<file path="src/rtl/sac_cfg.svh">
`ifndef SAC_CFG_SVH
`define SAC_CFG_SVH

// ****************************************************************
// Conversion sequencing, counted in converter clock ticks
// ****************************************************************
`define SAC_CONV_CYCLES   4'd13
`define SAC_LAST_CYCLE    4'd12
`define SAC_SAMPLE_CYCLE  4'd2
`define SAC_CYC_ZERO      4'h0
`define SAC_CYC_ONE       4'h1

// ****************************************************************
// Widths and field values
// ****************************************************************
`define SAC_RES_W         10
`define SAC_SAR_MSB       10'h200
`define SAC_SAR_ZERO      10'h000
`define SAC_SAR_LSB       10'h001
`define SAC_MUX_W         5
`define SAC_MUX_OFF       5'h00
`define SAC_REF_OFF       2'h0
`define SAC_SAMPNUM_MAX   3'h6
`define SAC_BURST_ONE     7'h01
`define SAC_BURST_ZERO    7'h00
`define SAC_DLY_ZERO      5'h00
`define SAC_DLY_ONE       5'h01
`define SAC_PRESCALE_SELECT_BASE    9'h002
`define SAC_PRESCALE_SELECT_ONE     9'h001
`define SAC_PRESCALE_SELECT_ZERO    9'h000
`define SAC_LFSR_SEED     8'ha5

`endif

</file>
<file path="src/rtl/sac_pkg.sv">
package sac_pkg;

  // Gray coded along idle -> converting -> delaying.
  typedef enum logic [1:0]
  {
    SAC_IDLE  = 2'h0,
    SAC_CONV  = 2'h1,
    SAC_DELAY = 2'h3
  } sac_state_e;

  typedef enum logic [2:0]
  {
    SAC_WIN_NONE    = 3'h0,
    SAC_WIN_BELOW   = 3'h1,
    SAC_WIN_ABOVE   = 3'h2,
    SAC_WIN_INSIDE  = 3'h3,
    SAC_WIN_OUTSIDE = 3'h4
  } sac_win_e;

endpackage : sac_pkg

</file>
<file path="src/rtl/sac_ctl_if.sv">
`timescale 1ns/1ps

interface sac_ctl_if;
  logic       enable;
  logic       run;
  logic [2:0] prescale_select;
  logic       tick;
  logic       rand_step;
  logic [3:0] rand_val;

  modport ctl
  (
    output enable,
    output run,
    output prescale_select,
    input  tick,
    output rand_step,
    input  rand_val
  );

  modport pre
  (
    input  enable,
    input  run,
    input  prescale_select,
    output tick
  );

  modport rng
  (
    input  rand_step,
    output rand_val
  );
endinterface : sac_ctl_if

</file>
<file path="src/rtl/sac_prescaler.sv">
`timescale 1ns/1ps
`include "sac_cfg.svh"

module sac_prescaler
  import sac_pkg::*;
(
  input  wire logic clk,
  input  wire logic rst_n,
  sac_ctl_if.pre    bus
);

  logic [8:0] cnt_r;
  logic [8:0] lim;

  // Division factor is 2, 4, ... 256 peripheral clocks per tick.
  assign lim = 9'((`SAC_PRESCALE_SELECT_BASE << bus.prescale_select) - `SAC_PRESCALE_SELECT_ONE);

  // Held at zero while disabled or idle, so the start delay is fixed.
  always_ff @(posedge clk or negedge rst_n)
  begin
    if (!rst_n)
      cnt_r <= `SAC_PRESCALE_SELECT_ZERO;
    else if (!(bus.enable && bus.run))
      cnt_r <= `SAC_PRESCALE_SELECT_ZERO;
    else if (cnt_r >= lim)
      cnt_r <= `SAC_PRESCALE_SELECT_ZERO;
    else
      cnt_r <= cnt_r + `SAC_PRESCALE_SELECT_ONE;
  end

  // Converter clock derived from the peripheral clock.
  assign bus.tick = bus.enable && bus.run && (cnt_r >= lim);
endmodule : sac_prescaler

</file>
<file path="src/rtl/sac_lfsr.sv">
`timescale 1ns/1ps
`include "sac_cfg.svh"

module sac_lfsr
  import sac_pkg::*;
(
  input  wire logic clk,
  input  wire logic rst_n,
  sac_ctl_if.rng    bus
);

  logic [7:0] lfsr_r;
  logic       fb;

  assign fb = lfsr_r[7] ^ lfsr_r[5] ^ lfsr_r[4] ^ lfsr_r[3];

  // Advances once per sample so the spacing changes from sample to sample.
  always_ff @(posedge clk or negedge rst_n)
  begin
    if (!rst_n)
      lfsr_r <= `SAC_LFSR_SEED;
    else if (bus.rand_step)
      lfsr_r <= {lfsr_r[6:0], fb};
  end

  assign bus.rand_val = lfsr_r[3:0];
endmodule : sac_lfsr

</file>
<file path="src/rtl/sac_converter_control.sv">
// Functional notes
// The latched input channel select drives the analog multiplexer.
// Channel and reference selects reach the converter only while enabled.
// A single-sample result sits in the low 10 bits of the result.
// A conversion starts on the software command or a routed event.
// Single mode stops after one result, free-running mode restarts.
// A completed result sets the ready flag that can raise a request.
// Window compare flags results below, above, inside or outside.
// A burst sums 1 to 64 samples into one result.
// A programmable tick delay is inserted between burst samples.
// An optional random term varies that inter-sample delay.
// The converter clock comes from the peripheral clock via a prescaler.
// One conversion lasts thirteen converter clock ticks.
// The prescaler is held at zero whenever the enable bit is clear.
// The start command reads one while busy and clears at completion.
// The event input starts one conversion per rising edge.
// The accumulator is sixteen bits so 64 full samples cannot overflow.
`timescale 1ns/1ps
`include "sac_cfg.svh"

module sac_converter_control
  import sac_pkg::*;
#(
  parameter int ACC_W = 16
)
(
  input  wire logic                  CLOCK,
  input  wire logic                  RST_N,
  input  wire logic                  ENABLE,
  input  wire logic                  FREE_RUN,
  input  wire logic                  START_CMD,
  input  wire logic                  START_EVENT_EN,
  input  wire logic                  EVENT_IN,
  input  wire logic [4:0]            INPUT_CHANNEL_SELECT,
  input  wire logic [1:0]            REF_SELECT,
  input  wire logic [2:0]            PRESCALE_SELECT,
  input  wire logic [2:0]            SAMPLE_COUNT_SELECT,
  input  wire logic [3:0]            SAMPLE_DELAY,
  input  wire logic                  DELAY_VARIATION_EN,
  input  wire logic [2:0]            WINDOW_MODE,
  input  wire logic [ACC_W-1:0]      WINDOW_LOW,
  input  wire logic [ACC_W-1:0]      WINDOW_HIGH,
  input  wire logic                  RESULT_READY_IE,
  input  wire logic                  WINDOW_IE,
  input  wire logic                  RESULT_READ,
  input  wire logic                  RESULT_READY_CLEAR,
  input  wire logic                  WINDOW_FLAG_CLEAR,
  input  wire logic                  COMPARATOR_IN,
  output logic                       ANALOG_ENABLE,
  output logic [4:0]                 ANALOG_MUX_SEL,
  output logic [1:0]                 ANALOG_REF_SEL,
  output logic                       SAMPLE_HOLD,
  output logic [9:0]                 SAR_TRIAL,
  output logic [ACC_W-1:0]           CONVERSION_RESULT,
  output logic                       START_CONVERSION_CMD,
  output logic                       RESULT_READY_FLAG,
  output logic                       WINDOW_FLAG,
  output logic                       IRQ
);

  // ****************************************************************
  // Reset release and sub-blocks
  // ****************************************************************
  logic       rst_s1_r;
  logic       rst_n;

  always_ff @(posedge CLOCK or negedge RST_N)
  begin
    if (!RST_N)
    begin
      rst_s1_r <= 1'b0;
      rst_n    <= 1'b0;
    end
    else
    begin
      rst_s1_r <= 1'b1;
      rst_n    <= rst_s1_r;
    end
  end

  sac_ctl_if ctl ();

  sac_prescaler u_prescale_select
  (
    .clk   (CLOCK),
    .rst_n (rst_n),
    .bus   (ctl.pre)
  );

  sac_lfsr u_lfsr
  (
    .clk   (CLOCK),
    .rst_n (rst_n),
    .bus   (ctl.rng)
  );

  // ****************************************************************
  // Start requests
  // ****************************************************************
  sac_state_e           state_r;
  sac_state_e           state_nxt;
  logic                 ev_d_r;
  logic                 ev_rise;
  logic                 start_req;
  logic [3:0]           cyc_r;
  logic [4:0]           dly_r;
  logic [4:0]           dly_amt;
  logic [6:0]           cnt_r;
  logic [6:0]           target;
  logic                 conv_tick;
  logic                 samp_done;
  logic                 burst_done;
  logic                 enter_conv;
  logic [9:0]           mask_r;
  logic [9:0]           keep;
  logic [ACC_W-1:0]     acc_r;
  logic [ACC_W-1:0]     sum;
  logic                 win_hit;

  always_ff @(posedge CLOCK or negedge rst_n)
  begin
    if (!rst_n)
      ev_d_r <= 1'b0;
    else
      ev_d_r <= EVENT_IN;
  end

  assign ev_rise   = EVENT_IN && !ev_d_r;
  assign start_req = START_CMD || (START_EVENT_EN && ev_rise);

  // ****************************************************************
  // Sequencer
  // ****************************************************************
  assign target = (SAMPLE_COUNT_SELECT > `SAC_SAMPNUM_MAX)
                ? 7'(`SAC_BURST_ONE << `SAC_SAMPNUM_MAX)
                : 7'(`SAC_BURST_ONE << SAMPLE_COUNT_SELECT);
  assign dly_amt = {1'b0, SAMPLE_DELAY}
                 + (DELAY_VARIATION_EN ? {1'b0, ctl.rand_val}
                                       : `SAC_DLY_ZERO);
  assign conv_tick  = ctl.tick && (state_r == SAC_CONV);
  assign samp_done  = conv_tick && (cyc_r == `SAC_LAST_CYCLE);
  // A count lowered in mid-burst ends the burst instead of wrapping.
  assign burst_done = samp_done && (cnt_r + `SAC_BURST_ONE >= target);

  always_comb
  begin
    state_nxt = state_r;
    case (state_r)
      SAC_IDLE:
      begin
        if (ENABLE && start_req)
          state_nxt = SAC_CONV;
      end
      SAC_CONV:
      begin
        if (!ENABLE)
          state_nxt = SAC_IDLE;
        else if (burst_done)
          state_nxt = FREE_RUN ? SAC_CONV : SAC_IDLE;
        else if (samp_done && dly_amt != `SAC_DLY_ZERO)
          state_nxt = SAC_DELAY;
      end
      SAC_DELAY:
      begin
        if (!ENABLE)
          state_nxt = SAC_IDLE;
        else if (ctl.tick && dly_r == `SAC_DLY_ONE)
          state_nxt = SAC_CONV;
      end
      default:
        state_nxt = SAC_IDLE;
    endcase
  end

  assign enter_conv = (state_r == SAC_IDLE) && (state_nxt == SAC_CONV);

  always_ff @(posedge CLOCK or negedge rst_n)
  begin
    if (!rst_n)
      state_r <= SAC_IDLE;
    else
      state_r <= state_nxt;
  end

  always_ff @(posedge CLOCK or negedge rst_n)
  begin
    if (!rst_n)
      cyc_r <= `SAC_CYC_ZERO;
    else if (state_r != SAC_CONV || samp_done)
      cyc_r <= `SAC_CYC_ZERO;
    else if (conv_tick)
      cyc_r <= cyc_r + `SAC_CYC_ONE;
  end

  always_ff @(posedge CLOCK or negedge rst_n)
  begin
    if (!rst_n)
      dly_r <= `SAC_DLY_ZERO;
    else if (samp_done)
      dly_r <= dly_amt;
    else if (state_r == SAC_DELAY && ctl.tick)
      dly_r <= dly_r - `SAC_DLY_ONE;
  end

  assign ctl.enable    = ENABLE;
  assign ctl.run       = (state_r != SAC_IDLE);
  assign ctl.prescale_select     = PRESCALE_SELECT;
  assign ctl.rand_step = samp_done;

  // Busy reads as the command bit; it drops with the last result.
  always_ff @(posedge CLOCK or negedge rst_n)
  begin
    if (!rst_n)
      START_CONVERSION_CMD <= 1'b0;
    else
      START_CONVERSION_CMD <= (state_nxt != SAC_IDLE);
  end

  // ****************************************************************
  // Analog selects
  // ****************************************************************
  // Latching at start keeps the channel steady until the burst ends.
  always_ff @(posedge CLOCK or negedge rst_n)
  begin
    if (!rst_n)
    begin
      ANALOG_ENABLE  <= 1'b0;
      ANALOG_MUX_SEL <= `SAC_MUX_OFF;
      ANALOG_REF_SEL <= `SAC_REF_OFF;
    end
    else if (!ENABLE)
    begin
      ANALOG_ENABLE  <= 1'b0;
      ANALOG_MUX_SEL <= `SAC_MUX_OFF;
      ANALOG_REF_SEL <= `SAC_REF_OFF;
    end
    else
    begin
      ANALOG_ENABLE  <= 1'b1;
      ANALOG_REF_SEL <= REF_SELECT;
      if (state_r == SAC_IDLE)
        ANALOG_MUX_SEL <= INPUT_CHANNEL_SELECT;
    end
  end

  // ****************************************************************
  // Successive approximation
  // ****************************************************************
  assign keep = COMPARATOR_IN ? SAR_TRIAL : (SAR_TRIAL & ~mask_r);

  always_ff @(posedge CLOCK or negedge rst_n)
  begin
    if (!rst_n)
    begin
      SAR_TRIAL   <= `SAC_SAR_ZERO;
      mask_r      <= `SAC_SAR_ZERO;
      SAMPLE_HOLD <= 1'b0;
    end
    else
    begin
      SAMPLE_HOLD <= conv_tick && (cyc_r == `SAC_SAMPLE_CYCLE);
      if (conv_tick && cyc_r == `SAC_SAMPLE_CYCLE)
      begin
        SAR_TRIAL <= `SAC_SAR_MSB;
        mask_r    <= `SAC_SAR_MSB;
      end
      else if (conv_tick && cyc_r > `SAC_SAMPLE_CYCLE)
      begin
        SAR_TRIAL <= keep | (mask_r >> 1);
        mask_r    <= mask_r >> 1;
      end
    end
  end

  // ****************************************************************
  // Accumulation and result
  // ****************************************************************
  assign sum = acc_r + ACC_W'(keep);

  always_comb
  begin
    case (WINDOW_MODE)
      SAC_WIN_BELOW:   win_hit = sum < WINDOW_LOW;
      SAC_WIN_ABOVE:   win_hit = sum > WINDOW_HIGH;
      SAC_WIN_INSIDE:  win_hit = sum >= WINDOW_LOW && sum <= WINDOW_HIGH;
      SAC_WIN_OUTSIDE: win_hit = sum < WINDOW_LOW || sum > WINDOW_HIGH;
      default:         win_hit = 1'b0;
    endcase
  end

  always_ff @(posedge CLOCK or negedge rst_n)
  begin
    if (!rst_n)
    begin
      acc_r             <= '0;
      cnt_r             <= `SAC_BURST_ZERO;
      CONVERSION_RESULT <= '0;
    end
    else if (enter_conv || burst_done || state_r == SAC_IDLE)
    begin
      acc_r <= '0;
      cnt_r <= `SAC_BURST_ZERO;
      if (burst_done)
        CONVERSION_RESULT <= sum;
    end
    else if (samp_done)
    begin
      acc_r <= sum;
      cnt_r <= cnt_r + `SAC_BURST_ONE;
    end
  end

  // Set wins over a clear in the same cycle so no result is missed.
  always_ff @(posedge CLOCK or negedge rst_n)
  begin
    if (!rst_n)
      RESULT_READY_FLAG <= 1'b0;
    else if (burst_done)
      RESULT_READY_FLAG <= 1'b1;
    else if (RESULT_READ || RESULT_READY_CLEAR)
      RESULT_READY_FLAG <= 1'b0;
  end

  always_ff @(posedge CLOCK or negedge rst_n)
  begin
    if (!rst_n)
      WINDOW_FLAG <= 1'b0;
    else if (burst_done && win_hit)
      WINDOW_FLAG <= 1'b1;
    else if (WINDOW_FLAG_CLEAR)
      WINDOW_FLAG <= 1'b0;
  end

  assign IRQ = (RESULT_READY_FLAG && RESULT_READY_IE)
            || (WINDOW_FLAG && WINDOW_IE);
endmodule : sac_converter_control

</file>
<file path="config.mk">
export PLATFORM = sky130hd
export DESIGN_NAME = sac_converter_control
export DESIGN_NICKNAME = d
export VERILOG_FILES = /design/src/rtl/sac_pkg.sv /design/src/rtl/sac_ctl_if.sv /design/src/rtl/sac_prescaler.sv /design/src/rtl/sac_lfsr.sv /design/src/rtl/sac_converter_control.sv
export VERILOG_INCLUDE_DIRS = /design/src /design/src/rtl
export SDC_FILE = /design/constraint.sdc
export NUM_CORES = 1
export LEC_CHECK = 0
export BUFFER_PORTS_ARGS = -buffer_cell sky130_fd_sc_hd__buf_4
export CAP_MARGIN = 20
export CORE_MARGIN = 3
export CORE_UTILIZATION = 30
export CTS_CLUSTER_SIZE = 30
export DETAILED_ROUTE_END_ITERATION = 8
export PLACE_DENSITY = 0.44
export SLEW_MARGIN = 20
export SYNTH_ARGS = -nofsm -noshare
export SYNTH_HDL_FRONTEND = slang
export SYNTH_SLANG_ARGS = --single-unit
</file>
<file path="constraint.sdc">
create_clock -name CLOCK -period 7.9 [get_ports CLOCK]
set_clock_uncertainty 0.05 [all_clocks]
set_input_delay 1.58 -clock CLOCK [delete_from_list [all_inputs] [get_ports CLOCK]]
set_output_delay 1.58 -clock CLOCK [all_outputs]
set_load 0.005 [all_outputs]
</file>
# Word level (Yosys, flattened, before mapping)
# Cells that the tools add are included.
totals:
  register_bits: 102
  inputBits: 66
  output_inout_bits: 39
op_classes:
  n_addsub: 7
  n_lt_le_gt_ge: 8
  eq_ne: 12
  n_shift: 2
  muxes: 34
  bitwise: 6
  n_reduce_logical: 37
ops:
  columns: ["op", "n"]
  rows:
  - ["10-bit two-way mux", 5]
  - ["16-bit two-way mux", 2]
  - ["7-bit two-way mux", 3]
  - ["5-bit two-way mux", 4]
  - ["1-bit logical AND", 18]
  - ["9-bit two-way mux", 2]
  - ["16-bit by 10-bit adder with 16-bit output", 1]
  - ["16-bit >= comparator", 1]
  - ["16-bit > comparator", 1]
  - ["16-bit <= comparator", 1]
  - ["16-bit < comparator", 1]
  - ["2-bit nonzero test", 8]
  - ["2-bit two-way mux", 7]
  - ["4-bit two-way mux", 3]
  - ["10-bit bitwise AND", 1]
  - ["10-bit NOT", 1]
  - ["10-bit by 9-bit OR with 10-bit output", 1]
  - ["9-bit by 1-bit adder with 9-bit output (second input constant)", 1]
  - ["9-bit >= comparator", 1]
  - ["2-bit by 3-bit left shift with 9-bit output (first input constant)", 1]
  - ["9-bit by 1-bit subtractor with 9-bit output (second input constant)", 1]
  - ["7-bit by 1-bit adder with 7-bit output (second input constant)", 1]
  - ["7-bit >= comparator", 1]
  - ["1-bit logical OR", 7]
  - ["23 further kinds", 33]

# Depth between registers and ports, before layout
logic_depth:
  depth_word: 16
  ltp_mapped: 19
  mapped_depth_nobuf: 19

# Hierarchy
# From an unflattened synthesis, not the netlist that was laid out.
hier_totals:
  hier_cells: 683
  area_unflattened_um2: 6456.2
modules_own_cells:
  columns: ["mod", "instances", "cells_per_inst", "area_per_inst_um2", "seq_area_each_um2"]
  rows:
  - ["sac_converter_control", 1, 580, 5370.2, 2127.0]
  - ["sac_prescaler", 1, 78, 732.0, 225.2]
  - ["sac_lfsr", 1, 25, 354.1, 205.2]

# Worst setup path before layout
# Ideal clock, no wire load.
synth_timing:
  path_kind: "input port to flip-flop"
  startpoint: "input COMPARATOR_IN"
  endpoint: "register WINDOW_FLAG"
  setup_time_ps: 101
  arrival_time_ps: 4958
  required_ps: 7749
  setup_slack_ps: 2791
  path_stages: 19
  path_buffers: 0
  path_cell_list: "inv_1 > a21boi_0 > ha_1 > inv_1 > fa_1 > inv_1 > a21o_1 > a211oi_1 > o31ai_1 > nand2_1 > xnor2_1 > ha_1 > nand2_1 > o21ai_1 > a2111o_1 > o31ai_2 > mux2i_1 > o21a_1 > o32ai_1"
synth_via:
  elab_chain_cells: 7
  word_cells_on_any_way: 12
  cone_classes: "1 x add/sub; 4 x order compare; 3 x mux; 4 x reduce/logical"
synth_lines:
  columns: ["element", "line", "source"]
  rows:
  - ["start, declared", "sac_converter_control.sv:48", "input wire logic COMPARATOR_IN,"]
  - ["10-bit two-way mux *", "sac_converter_control.sv:249", "assign keep = COMPARATOR_IN ? SAR_TRIAL : (SAR_TRIAL & ~mask_r);"]
  - ["16-bit by 10-bit adder with 16-bit output *", "sac_converter_control.sv:278", "assign sum = acc_r + ACC_W'(keep);"]
  - ["net sum[14]", "sac_converter_control.sv:117", "logic [ACC_W-1:0] sum;"]
  - ["16-bit < comparator, or another cell as far along", "sac_converter_control.sv:283, sac_converter_control.sv:286", null]
  - ["1-bit logical OR / 1-bit logical AND (equally long branches)", "sac_converter_control.sv:286, sac_converter_control.sv:285", null]
  - ["1-bit case mux with 4 select lines *", "sac_converter_control.sv:282", "case (WINDOW_MODE)"]
  - ["1-bit logical AND *", "sac_converter_control.sv:328", "else if (burst_done && win_hit)"]
  - ["1-bit two-way mux / 2-bit nonzero test (equally long branches)", null, null]
  - ["end signal, assigned", "sac_converter_control.sv:327", "WINDOW_FLAG <= 1'b0;"]
  - ["end signal, assigned", "sac_converter_control.sv:329", "WINDOW_FLAG <= 1'b1;"]
  - ["end signal, assigned", "sac_converter_control.sv:331", "WINDOW_FLAG <= 1'b0;"]
  - ["end, declared", "sac_converter_control.sv:57", "output logic WINDOW_FLAG,"]
# Mark *: on every way through the listed nets, which the timed path passes. The rest lies on a longest branch.
# A chain may end at the register's enable or synchronous reset.

# Final worst setup path
# Ends and elaborated chain as after synthesis.

==> metrics.log <==
[metrics] synthesized cell area: 0.00633 mm^2
[metrics] number of buffers inserted by port buffering: 104
[metrics] net count reported at finish: 886
[metrics] largest net degree at the start of global routing: 57
[metrics] Inserted Clock Buffers: 9
[metrics] run status: complete, no violations
[metrics] wire length of the first global-routing pass: 26.4 mm
[metrics] Pre-Repair DR Iteration Count: 4
[metrics] worst min path class: reg2async
[metrics] H-tree depth: 3
[metrics] data required time at the worst endpoint: 8.10 ns
[metrics] grt total ovfl: 0
[metrics] worst-margin pin slew: 0.967 ns
[metrics] headroom to the max-slew limit: 35.5%
[metrics] Post-Syn Area per Cell: 9.75 um^2
[metrics] overall track demand over capacity in global routing: 14.5%
[metrics] number of placed I/O pins: 105
[metrics] Hold Violations, Final: 0
[metrics] worst vdd ir: 0.0000947 V
[metrics] TritonCTS clock tree: yes
[metrics] average routed wire per standard cell: 15.3 um
[metrics] die footprint: 0.0229 mm^2
[metrics] initial standard-cell utilization of the core: 30.9%
[metrics] routed via count divided by cell count: 4.82
[metrics] most numerous cell on the critical path: sky130_fd_sc_hd__o21ai_1
[metrics] Yosys reg bits: 102
[metrics] PwrDens: 143 mW/mm^2
[metrics] worst-case register-to-register setup slack: 3.39 ns
[metrics] post-layout util: 37.6%
[metrics] final critical-path share of the clock period: 71.1%
[metrics] final total negative setup slack: 0 ns
[metrics] post-route cell area: 0.00770 mm^2
[metrics] via count of the first global-routing pass: 5,156
[metrics] count of final max-slew check failures: 0
[metrics] largest buffer count on any clock path: 2
[metrics] wirelength, routed: 15.7 mm
[metrics] clock root buffer master: sky130_fd_sc_hd__clkbuf_16
[metrics] Via Count: 4,939
[metrics] layout filler cell count: 2,071
[metrics] core area: 0.0205 mm^2
[metrics] layout overhead on the synthesized area: 21.6%
[metrics] clock slew at reported path FFs: 0.07 ns
[metrics] Setup WS pre-CTS: 1.92 ns
[metrics] Synth cell types: 58
[metrics] post-CTS setup buffer count: 0
[metrics] number of design rule violations left after detail routing: 0
[metrics] setup repair after global routing missed its margin: no
[metrics] standard-cell rows: 52
[metrics] clk sink count: 102
[metrics] number of antenna diodes: 0
[metrics] largest fanout on the critical path: 10
[metrics] WP data arrival: 5.81 ns
[metrics] kind of end point of the critical path: register
[metrics] CTS Hold Buffers Added: 0
[metrics] number of antenna violations at the first check in global routing: 0
[metrics] setup violation total in the final timing report: 0
[metrics] start of the worst register-to-register path: mask_r[1]
[metrics] fraction of registers with async set/reset: 100%
[metrics] HPWL Detailed: 11.8 mm
[metrics] GPL Wtd Cong: 0.779
[metrics] DRC marker count from the first detailed-route iteration: 197
[metrics] category of the most critical setup path: in2reg
[metrics] sequential share of the synthesized area: 40.4%
[metrics] number of flops mapped to enable cells by yosys: 0
[metrics] max-cap violations: 0
[metrics] quantity of gates resized following cts: 0
[metrics] capture instance of the worst register-to-register path: WINDOW_FLAG
[metrics] horizontal die dimension: 151 um
[metrics] layout cell share with drive strength beyond 1: 19.4%
[metrics] highest clock frequency the design can meet: 178 MHz
[metrics] Routed Antenna Nets: 0
[metrics] most frequently used flop master after synthesis: sky130_fd_sc_hd__dfrtp_1
[metrics] count of mapped cells out of synthesis: 649
[metrics] Synth area leader: sky130_fd_sc_hd__dfrtp_1
[metrics] die span in y: 151 um
[metrics] leading post-synthesis cells by cell area: sky130_fd_sc_hd__dfrtp_1 39%, sky130_fd_sc_hd__ha_1 14%, sky130_fd_sc_hd__nand2_1 3.7%
[metrics] Leak: 3.87 nW
[metrics] least setup slack across all paths after layout: 2.29 ns
[metrics] Synth top area share: 38.8%
[metrics] slowest stage delay, CP: 0.40 ns
[metrics] critical path launch point type: primary input
[metrics] total of warnings raised by yosys: 0
[metrics] Final min period: 5.61 ns
[metrics] worst r2r path cells: 16
[metrics] area of placed instances: 0.00738 mm^2
[metrics] worst path cell trace: buf_4 -> inv_1 -> a21boi_0 -> ha_1 -> o21ai_1 -> o21ai_1 -> a21oi_2 -> o31ai_4 -> and3_1 -> xor2_1 -> ha_1 -> a21oi_2 -> o21ai_1 -> a2111o_1 -> o31ai_2 -> mux2i_1 -> o21a_1 -> o32ai_1
[metrics] highest-delay cell along the critical path: sky130_fd_sc_hd__a2111o_1
[metrics] clk_lat worst skew: 0.35 ns
-- synth_stat cells (all sizes together), types with 2 or more instances --
cell    count
a211o       3
a211oi      7
a21boi     15
a21o       12
a21oi      30
a22o       19
a31oi       2
and2        8
and3        7
buf        10
clkbuf      8
dfrtp      98
dfstp       4
fa          2
ha         69
inv        55
mux2       22
mux2i       6
nand2      62
nand2b      5
nand3      15
nand3b      4
nand4      15
nand4b      2
nor2       40
nor2b       3
nor3        8
nor4        2
o211ai      4
o21a        2
o21ai      50
o221a       2
o31a        2
o31ai       4
or3         6
xnor2      20
xor2       13
-- cells by family after synthesis --
logic type | synth area share [%]
simple gates | 13.8
compound gates | 17.4
flops | 40.4
buf+inv | 4.69
fa+ha+maj | 14.3
xor+xnor | 4.57
mux | 4.86
other cells | 0.0593
-- worst max-delay path by stage --
stage,startpoint,endpoint,slack (ns),depth (start not counted)
3_3_place_gp,COMPARATOR_IN,WINDOW_FLAG,2.00,18
3_5_place_dp,COMPARATOR_IN,WINDOW_FLAG,1.92,18
4_1_cts,COMPARATOR_IN,WINDOW_FLAG,2.27,18
5_1_grt,COMPARATOR_IN,WINDOW_FLAG,1.90,20
6_report,COMPARATOR_IN,WINDOW_FLAG,2.29,18
2_1_floorplan,COMPARATOR_IN,WINDOW_FLAG,2.79,19
-- worst max-delay path: cells and delay by family --
family                     cells  cell delay, ns
AOI/OAI and AO/OA             11            2.42
xor gates and xnor gates       1            0.36
adders and majority gates      2            0.73
buffers and inverters          2            0.32
muxes                          1            0.12
and+or+nand+nor                1            0.27
-- flip-flops by register name, indices dropped and copies added, names as in the netlist, 2 cells and up --
name / count
state_r: 2
ANALOG_MUX_SEL: 5
mask_r: 10
u_lfsr.lfsr_r: 8
acc_r: 16
CONVERSION_RESULT: 16
SAR_TRIAL: 10
cyc_r: 4
cnt_r: 7
dly_r: 5
ANALOG_REF_SEL: 2
u_prescale_select.cnt_r: 9
-- cell usage in the layout (no fill, tap or decap), types with 3 or more instances in the layout --
cell and count:
sky130_fd_sc_hd__mux2_2 9, sky130_fd_sc_hd__mux2i_1 6, sky130_fd_sc_hd__inv_1 55, sky130_fd_sc_hd__o211ai_1 3, sky130_fd_sc_hd__mux2_1 13, sky130_fd_sc_hd__a21oi_1 27, sky130_fd_sc_hd__and2_1 8, sky130_fd_sc_hd__nand2_1 62
sky130_fd_sc_hd__o21ai_1 25, sky130_fd_sc_hd__a211oi_1 7, sky130_fd_sc_hd__nand4_1 15, sky130_fd_sc_hd__ha_1 69, sky130_fd_sc_hd__nand3_1 15, sky130_fd_sc_hd__dfstp_2 4, sky130_fd_sc_hd__buf_4 106, sky130_fd_sc_hd__nor3_1 8
sky130_fd_sc_hd__a21boi_0 15, sky130_fd_sc_hd__a21o_1 12, sky130_fd_sc_hd__xnor2_1 20, sky130_fd_sc_hd__nand2b_1 4, sky130_fd_sc_hd__xor2_1 13, sky130_fd_sc_hd__clkbuf_16 9, sky130_fd_sc_hd__nor2b_1 3, sky130_fd_sc_hd__o21ai_0 25
sky130_fd_sc_hd__nand3b_1 4, sky130_fd_sc_hd__and3_1 7, sky130_fd_sc_hd__a21oi_2 3, sky130_fd_sc_hd__a22o_1 19, sky130_fd_sc_hd__nor2_1 38, sky130_fd_sc_hd__or3_1 6, sky130_fd_sc_hd__dfrtp_1 97
-- through the flow --
step / hold slack [ns] / power, mW / cells
global placement: 0.290 / 0.630 / 1008
global route: 0.328 / 1.16 / 1024
finish: 0.305 / 1.10 / 1024
floorplan: 0.281 / 0.583 / 650
detailed placement: 0.290 / 0.632 / 1008
CTS: 0.310 / 1.13 / 1024
-- metal layers --
| metal | global-route usage (%) | up-vias | routed length (um) |
|---|---|---|---|
| li1 | - | 2498 | - |
| met1 | 20.1 | 2365 | 7710 |
| met2 | 23.4 | 59 | 7380 |
| met3 | 1.74 | 17 | 351 |
| met4 | 5.21 | 0 | 267 |
| met5 | 0 | - | 0 |
-- area by class of cell --
type                            instances  area, um^2  area share, %
Timing Repair Buffer                  106         796           10.3
Inverter                               55         206           2.68
Clock buffer                           11         233           3.02
Multi-Input combinational cell        475        3480           45.2
Clock inverter                          5        81.3           1.06
Tap cell                              270         338           4.39
Sequential cell                       102        2560           33.3
-- where the power goes --
part,leakage [nW],switching [mW],internal (mW),total (mW)
Sequential,1.38,0.00789,0.526,0.534
Clock,0.150,0.205,0.279,0.484
Combinational,2.34,0.0441,0.0415,0.0856
Note: power is estimated with default switching activity, not from simulation.
